===== src/hw/ais_regs_map.svh =====
// Offsets, field positions, reset values and timing counts of the ID/status/mux register bank.
// Assumes the including file is compiled after this header and uses the names verbatim.
`ifndef AIS_REGS_MAP_SVH
`define AIS_REGS_MAP_SVH

// Register addresses on the command port.
`define AIS_ADDR_ID 8'h00
`define AIS_ADDR_STATUS 8'h01
`define AIS_ADDR_INSEL 8'h02

// Reset values.
`define AIS_STATUS_RESET 8'h80
`define AIS_INSEL_RESET 8'h01
`define AIS_POS_SEL_RESET 4'h0
`define AIS_NEG_SEL_RESET 4'h1

// Status field positions.
`define AIS_ST_POR 7
`define AIS_ST_NOT_READY 6
`define AIS_ST_RAIL_HI 5
`define AIS_ST_RAIL_LO 2
`define AIS_ST_REF_THIRD 1
`define AIS_ST_REF_MISSING 0

// Highest legal input select code.
`define AIS_SEL_MAX 4'hB

// Shift stages in each pin synchroniser, not counting the output level flip-flop.
`define AIS_SYNC_STAGES 3

`endif


===== src/hw/ais_pkg.sv =====
// Types used by the ID/status/mux register bank; its input synchroniser keeps its own.
// Assumes ais_regs_map.svh is visible to every file that uses these types.
`default_nettype none

package ais_pkg;

	// Register state of the bank.
	typedef struct packed {
		logic [7:0] status;
		logic [3:0] pos_sel;
		logic [3:0] neg_sel;
		logic [7:0] rdata;
		logic rvalid;
	} ais_bank_t;

	// Monitor inputs in one bundle: four rail flags, two reference flags, not-ready.
	typedef logic [6:0] ais_mon_t;

endpackage : ais_pkg

`default_nettype wire


===== src/hw/ais_regs.sv =====
// Identification, fault status and input select registers of a delta-sigma converter.
// Assumes the serial command decoder presents register reads and writes as one-cycle strobes.
`include "ais_regs_map.svh"
`default_nettype none

module ais_regs #(
	parameter logic [2:0] MODEL_CODE = 3'h6, // Arbitrary value, set per product variant.
	parameter logic [4:0] ID_RESERVED = 5'h00 // Arbitrary value for the reserved bits.
) (
	// Clock and reset.
	input wire logic core_clk_i,
	input wire logic rst_i,
	// Register command port from the serial decoder.
	input wire logic reg_rd_i,
	input wire logic reg_wr_i,
	input wire logic [7:0] reg_addr_i,
	input wire logic [7:0] reg_wdata_i,
	output logic [7:0] reg_rdata_o,
	output logic reg_rvalid_o,
	// Monitor enables from the reference and excitation registers.
	input wire logic rail_monitor_enable_i,
	input wire logic [1:0] reference_monitor_enable_i,
	// Analog comparator levels and start-up state.
	input wire logic pos_out_high_rail_i,
	input wire logic pos_out_low_rail_i,
	input wire logic neg_out_high_rail_i,
	input wire logic neg_out_low_rail_i,
	input wire logic reference_third_supply_i,
	input wire logic reference_missing_i,
	input wire logic not_ready_i,
	// Input multiplexer selects.
	output logic [3:0] positive_input_select_o,
	output logic [3:0] negative_input_select_o
);
	import ais_pkg::*;

	ais_bank_t bank_reg;
	ais_bank_t bank_next;
	ais_mon_t mon_raw;
	ais_mon_t mon;
	logic [7:0] status_live;
	logic [7:0] id_value;

	// Bring comparator levels into the clock domain.
	assign mon_raw = {not_ready_i, pos_out_high_rail_i, pos_out_low_rail_i,
		neg_out_high_rail_i, neg_out_low_rail_i, reference_third_supply_i, reference_missing_i};

	ais_sync #(
		.WIDTH(7)
	) u_sync (
		.core_clk_i(core_clk_i),
		.rst_i(rst_i),
		.async_i(mon_raw),
		.sync_o(mon)
	);

	// Fixed identification value; nothing can write it.
	assign id_value = {ID_RESERVED, MODEL_CODE};

	// Next state: live flags, sticky power-on flag, select writes and read data.
	always_comb begin
		bank_next = bank_reg;
		bank_next.rvalid = reg_rd_i;
		status_live = bank_reg.status;
		// Ready indicator follows start-up state, low means ready.
		status_live[`AIS_ST_NOT_READY] = mon[6];
		// Rail flags are forced low unless the rail monitor is on.
		status_live[`AIS_ST_RAIL_HI:`AIS_ST_RAIL_LO] =
			rail_monitor_enable_i ? mon[5:2] : 4'h0;
		// Missing reference check runs for any non-zero enable, third-supply check needs bit 1.
		status_live[`AIS_ST_REF_THIRD] = reference_monitor_enable_i[1] & mon[1];
		status_live[`AIS_ST_REF_MISSING] = (|reference_monitor_enable_i) & mon[0];
		if (reg_wr_i && reg_addr_i == `AIS_ADDR_STATUS) begin
			// Only the power-on flag takes the written value.
			status_live[`AIS_ST_POR] = reg_wdata_i[`AIS_ST_POR];
		end
		bank_next.status = status_live;
		if (reg_wr_i && reg_addr_i == `AIS_ADDR_INSEL) begin
			// Codes above eleven are reserved but stored as written.
			bank_next.pos_sel = reg_wdata_i[7:4];
			bank_next.neg_sel = reg_wdata_i[3:0];
		end
		// Read data is returned one cycle after the read strobe.
		if (reg_rd_i) begin
			case (reg_addr_i)
				`AIS_ADDR_ID: bank_next.rdata = id_value;
				`AIS_ADDR_STATUS: bank_next.rdata = bank_reg.status;
				`AIS_ADDR_INSEL: bank_next.rdata = {bank_reg.pos_sel, bank_reg.neg_sel};
				default: bank_next.rdata = 8'h00;
			endcase
		end
	end

	// Register the bank; reset restores every default and raises the power-on flag.
	always_ff @(posedge core_clk_i or posedge rst_i) begin
		if (rst_i) begin
			bank_reg.status <= `AIS_STATUS_RESET;
			bank_reg.pos_sel <= `AIS_POS_SEL_RESET;
			bank_reg.neg_sel <= `AIS_NEG_SEL_RESET;
			bank_reg.rdata <= 8'h00;
			bank_reg.rvalid <= 1'b0;
		end else begin
			bank_reg <= bank_next;
		end
	end

	// Outputs come straight from the bank flip-flops.
	assign reg_rdata_o = bank_reg.rdata;
	assign reg_rvalid_o = bank_reg.rvalid;
	assign positive_input_select_o = bank_reg.pos_sel;
	assign negative_input_select_o = bank_reg.neg_sel;
endmodule : ais_regs

`default_nettype wire


===== src/hw/ais_sync.sv =====
// Three-stage synchroniser for the analog monitor inputs, one chain per bit.
// Assumes inputs come from outside the core clock domain; output changes once stages agree.
`default_nettype none

module ais_sync #(
	parameter int WIDTH = 7
) (
	// Clock and reset.
	input wire logic core_clk_i,
	input wire logic rst_i,
	// Raw and filtered levels.
	input wire logic [WIDTH-1:0] async_i,
	output logic [WIDTH-1:0] sync_o
);
	typedef struct packed {
		logic [WIDTH-1:0] s1;
		logic [WIDTH-1:0] s2;
		logic [WIDTH-1:0] s3;
		logic [WIDTH-1:0] level;
	} ais_sync_t;

	ais_sync_t sync_reg;
	ais_sync_t sync_next;
	logic [WIDTH-1:0] agree;

	// Per bit, the second and third stages agree once a level has held for two samples.
	genvar b;
	generate
		for (b = 0; b < WIDTH; b++) begin : g_bit
			assign agree[b] = sync_reg.s2[b] == sync_reg.s3[b];
		end
	endgenerate

	// Shift each bit along its chain; the first stage feeds only the second.
	always_comb begin
		sync_next = sync_reg;
		sync_next.s1 = async_i;
		sync_next.s2 = sync_reg.s1;
		sync_next.s3 = sync_reg.s2;
		// Take the new level only where the last two stages agree, otherwise hold it.
		sync_next.level = (sync_reg.s3 & agree) | (sync_reg.level & ~agree);
	end

	// Register the whole chain in one place; reset clears every stage and the level.
	always_ff @(posedge core_clk_i or posedge rst_i) begin
		if (rst_i) begin
			sync_reg <= '0;
		end else begin
			sync_reg <= sync_next;
		end
	end

	assign sync_o = sync_reg.level;

endmodule : ais_sync

`default_nettype wire

===== config.mk =====
export PLATFORM = sky130hd
export DESIGN_NAME = ais_regs
export DESIGN_NICKNAME = d
export VERILOG_FILES = /design/src/hw/ais_pkg.sv /design/src/hw/ais_regs.sv /design/src/hw/ais_sync.sv
export VERILOG_INCLUDE_DIRS = /design/src /design/src/hw
export SDC_FILE = /design/constraint.sdc
export NUM_CORES = 1
export LEC_CHECK = 0
export BUFFER_PORTS_ARGS = -buffer_cell sky130_fd_sc_hd__buf_2
export CORE_MARGIN = 4
export CORE_UTILIZATION = 45
export CTS_CLUSTER_SIZE = 25
export DETAILED_ROUTE_END_ITERATION = 7
export PLACE_DENSITY = 0.72
export SYNTH_ARGS = -nofsm -noshare
export SYNTH_HDL_FRONTEND = slang
export SYNTH_HIERARCHICAL = 1
export SYNTH_SLANG_ARGS = --single-unit

===== constraint.sdc =====
create_clock -name core_clk_i -period 1.48 [get_ports core_clk_i]
set_clock_uncertainty 0.2 [all_clocks]
set_input_delay 0.296 -clock core_clk_i [delete_from_list [all_inputs] [get_ports core_clk_i]]
set_output_delay 0.296 -clock core_clk_i [all_outputs]
set_load 0.05 [all_outputs]

# [Yosys cells after proc, flatten, opt, wreduce, memory -nomap -nowiden]
# Index checks and enable logic that the tools add are counted.
[op_classes] div=0 shifts=0 order_cmp=0 eq_ne=9 add_sub_neg=0 bitwise=6 multipliers=0 muxes=2 n_reduce_logical=4
[op_table] op="case mux 8 bit (3 select lines)" count=1
[op_table] op="bitwise AND 7 bit" count=2
[op_table] op="== test 8 x 1 -> 1 bit (second input constant)" count=1
[op_table] op="== test 8 x 2 -> 1 bit (second input constant)" count=1
[op_table] op="zero test 8 bit" count=1
[op_table] op="== test 1 bit" count=7
[op_table] op="inverter 7 bit" count=1
[op_table] op="bitwise OR 7 bit" count=1
[op_table] op="2-to-1 mux 4 bit" count=1
[op_table] op="bitwise AND 1 bit" count=2
[op_table] op="logical AND 1 bit" count=2
[op_table] op="OR reduction 2 bit" count=1
[word_totals] memories=0 regBits=53 latchBits=0 ramBits=0 romBits=0

# [Longest topological paths before layout]
[depth] ltp_word=4 mapped_depth=4

# [By module]
# Netlist, hierarchy kept.
[by_module_without_submodules] module="ais_regs" instances=1 area_each_um2=1167.4 seq_area_each_um2=628.1 cells_per_inst=97
[by_module_without_submodules] module="ais_sync" instances=1 area_each_um2=835.8 seq_area_each_um2=700.7 cells_per_inst=43

# [Least setup slack after synthesis]
# Ideal clock, no wire load.
[synth_path] path_type="input to register" start="in reg_addr_i[5]" end="reg bank_reg (netlist bit negative_input_select_o[1])" cell_stages=3 t_arrival_ps=1179 n_path_buf=0 t_required_ps=1155 setup_time_ps=125 slack_ps=-24 cell_sequence="nor4_4 > nand4_4 > mux2_4"
[synth_via] elab_chain_cells=2
[synth_rtl] element="start, declared" line="ais_regs.sv:16" rtl="input wire logic [7:0] reg_addr_i,"
[synth_rtl] element="== test 8 x 2 -> 1 bit"
[synth_rtl] element="logical AND 1 bit (no line)"
[synth_rtl] element="end signal, assigned" line="ais_regs.sv:103" rtl="bank_reg <= bank_next;"
[synth_rtl] element="end, declared" line="ais_regs.sv:37" rtl="ais_bank_t bank_reg;"
# No other way between the ends.
# A chain may end at the register's enable or synchronous reset.

# [Final worst setup path]
[layout_path] start="reg bank_reg (netlist bit negative_input_select_o[0])" end="out negative_input_select_o[0]"
[layout_rtl] element="end, declared" line="ais_regs.sv:33" rtl="output logic [3:0] negative_input_select_o"
# No word-level cell between the ends.

==> impl_metrics.csv <==
group,metric,value,unit
sta,tightestPinTransition,331.9,ps
synthesis,post-synth-top-area-fraction,63.71,%
routing,drc_errors,0,
sta,rsz0062_at_grt,"true",
placement,gp_congestion,0.8035,
clocking,clock_path_buffers,2,
sta,drv_slew,0,
routing,routed_wl,2997,um
run,max_cap_violations,0,
final_layout,stdcell_count,238,
critical_path,crit_family,"flip-flops",
synthesis,syn_area_per_cell,14.31,um^2
synthesis,synth_cell_types,24,
power_and_ir_drop,switching_share,22.96,%
final_layout,drive_gt1_share,45.16,%
placement,place_area,0.002173,mm^2
synthesis,syn-instance-count,140,
synthesis,ys_async_sr_fraction,100.0,%
sta,period_minus_slack,1490,ps
final_layout,fin_area,0.002376,mm^2
grt,grt-ovfl-total,0,
sta,fmax,0.6712,GHz
critical_path,slowest_stage,"dfstp_2",
power_and_ir_drop,p_sw,586.7,uW
final_layout,diodes,0,
sta,setup_viol,1,
critical_path,critPathKind,"reg -> out",
critical_path,max_stage_delay,560,ps
clocking,h-tree-depth,2,
worst_hold_path,hp-class,"in -> reg",
synthesis,synthesis.area,0.002003,mm^2
grt,grt_max_degree,29,
routing,ant_nets,0,
synthesis,ys_warn_count,6,
placement,place_inst,220,
clocking,clock-root-buffer,"clkbuf_8",
power_and_ir_drop,power_frac_comb,9.7,%
power_and_ir_drop,pwr-share-clk,29.2,%
routing,wl_per_cell,12.59,um
critical_path,cp.arrival,990,ps
critical_path,reg2reg_slack,240,ps
clocking,numCtsBuffers,5,
grt,grt_usage,11.83,%
run_status,status,"finished, violations left",
die,fp-row-count,24,
synthesis,synth_top_area_cell,"dfrtp_1",
synthesis,ys_seq_area_share,66.33,%
critical_path,end_kind,"output pin",
critical_path,critPathMaxFanout,2,
die,initial_core_util,46.33,%
sta,slew_headroom,77.85,%
power_and_ir_drop,p_per_area,1075,mW/mm^2
clocking,cts_tree,"yes",
clocking,cts_sinks,53,
run_status,violations,"setup timing",
die,die_w,74.72,um
routing,drt_first_pass_iters,4,
synthesis,synth_flop_cell,"dfrtp_1",
power_and_ir_drop,pwr-share-seq,61.1,%
critical_path,path_buf_inv,1,
grt,grt_pass1_vias,1164,
final_layout,fillers,372,
routing,vias_per_cell,4.744,
placement,pre_cts_slack,-210.9,ps
grt,grt_pass1_wl,4954,um
power_and_ir_drop,ir_drop,656.6,uV
routing,vias,1129,
die,dieArea,0.005583,mm^2
critical_path,cp.required,980,ps
power_and_ir_drop,p_leak,1.183,nW
final_layout,layout.nets,215,
sta,fin_ws,-9.881,ps
die,core_area,0.004324,mm^2
placement,dp.final_hpwl,2271,um
synthesis,yosys_register_bits,53,
critical_path,worstSetupStartpointType,"flop",
critical_path,cp_cell_sequence,"buf_8",
sta,period_share,100.7,%
routing,drt_iter0_markers,51,
synthesis,syn_nets,170,
clocking,clk_pin_slew_worst_paths,80,ps
clocking,worst_skew_pair.late_latency,300,ps
grt,antenna_found_initial,0,
final_layout,area_growth,18.61,%
die,io_pins,47,
placement,portBuffers,46,
synthesis,synth_edf_count,0,
synthesis,synth_area_leaders,"dfrtp_1, buf_4, maj3_2",
power_and_ir_drop,power.internal,1.969,mW
die,dieHeight,74.72,um
sta,hold_violations,0,
[cells in the final DEF (no fill, tap or decap), types with 2 or more instances in the layout]
| cell type | count |
|---|---|
| mux2_2 | 7 |
| clkbuf_4 | 3 |
| dfstp_2 | 2 |
| dlygate4sd3_1 | 9 |
| nand2_1 | 7 |
| o31ai_1 | 5 |
| inv_1 | 5 |
| buf_4 | 9 |
| a41o_1 | 2 |
| buf_2 | 42 |
| o21ai_0 | 2 |
| clkbuf_8 | 5 |
| maj3_2 | 7 |
| and2_1 | 5 |
| a22oi_1 | 6 |
| nand2b_1 | 2 |
| clkinv_2 | 2 |
| mux2_4 | 2 |
| nor2b_1 | 4 |
| dfrtp_1 | 51 |
[synthesized netlist by cell type (all sizes together), types with 2 or more instances]
cell type,instances
nand2b,2
a41o,2
nand2,7
a22oi,6
buf,25
mux2,9
dfrtp,51
maj3,7
nor2b,4
dfstp,2
and2,6
o31ai,6
o21ai,2
nand4,2
inv,5
[per-layer routing]
layer	part of all wire, %	GRT usage, %
met4	0.33	4.150
met2	51	20.88
met5	0	0
met1	40	13.01
met3	9.0	4.539
[power groups by stage]
stage | combinational (mW) | clock, mW | sequential [mW]
5_1_grt | 0.273 | 0.837 | 1.57
4_1_cts | 0.249 | 0.788 | 1.56
2_1_floorplan | 0.172 | 0 | 1.59
3_5_place_dp | 0.225 | 0 | 1.59
3_3_place_gp | 0.218 | 0 | 1.59
6_report | 0.247 | 0.746 | 1.56
[path summary, 6_finish.rpt]
check | endpoint | startpoint | depth (start not counted)
max in group asynchronous | bank_reg[24] | rst_i | 4
worst max register to register | reg_rdata_o[0] | negative_input_select_o[0] | 3
worst min register to register | u_sync/sync_next[10] | u_sync/sync_next[17] | 0
min in group asynchronous | bank_reg[23] | rst_i | 4
worst min-delay path | bank_reg[17] | reference_monitor_enable_i[0] | 2
worst max-delay path | negative_input_select_o[0] | negative_input_select_o[0] | 1
[through the flow]
stage	util, %	hold slack (ps)	TNS [ps]	total power, mW
2_1_floorplan	-	121.8	-21.18	1.758
3_3_place_gp	50.26	131.3	-1677	1.806
3_5_place_dp	50.26	136.3	-2713	1.818
4_1_cts	54.66	1.206	-32.18	2.600
5_1_grt	54.95	12.87	-45.33	2.681
6_report	54.95	15.90	-9.881	2.555
[cell type report]
cell class | instances | area (um^2) | area share, %
inverter | 5 | 18.77 | 0.7899
clock buffer | 6 | 72.57 | 3.054
clock inverter | 2 | 10.01 | 0.4213
multi-input combinational | 56 | 475.5 | 20.01
tap | 52 | 65.06 | 2.738
sequential | 53 | 1329 | 55.92
timing repair buffer | 64 | 405.4 | 17.06
[kinds of logic after synthesis]
| kind of cell | count (synthesis) | synth area share (%) |
|---|---|---|
| AOI/OAI and AO/OA | 17 | 6.371 |
| adders and majority gates | 7 | 3.935 |
| buffers and inverters | 31 | 10.18 |
| DFF | 53 | 66.33 |
| muxes | 9 | 5.434 |
| and+or+nand+nor | 23 | 7.745 |
[timing repair]
action	CTS	global route
hold buffers	9	0
resized for setup	3	4
buffers inserted	1	0
setup endpoints to repair	1	5
pin swaps	0	0
hold endpoints to repair	59	0
No activity file was read; power rests on OpenSTA's default activity.
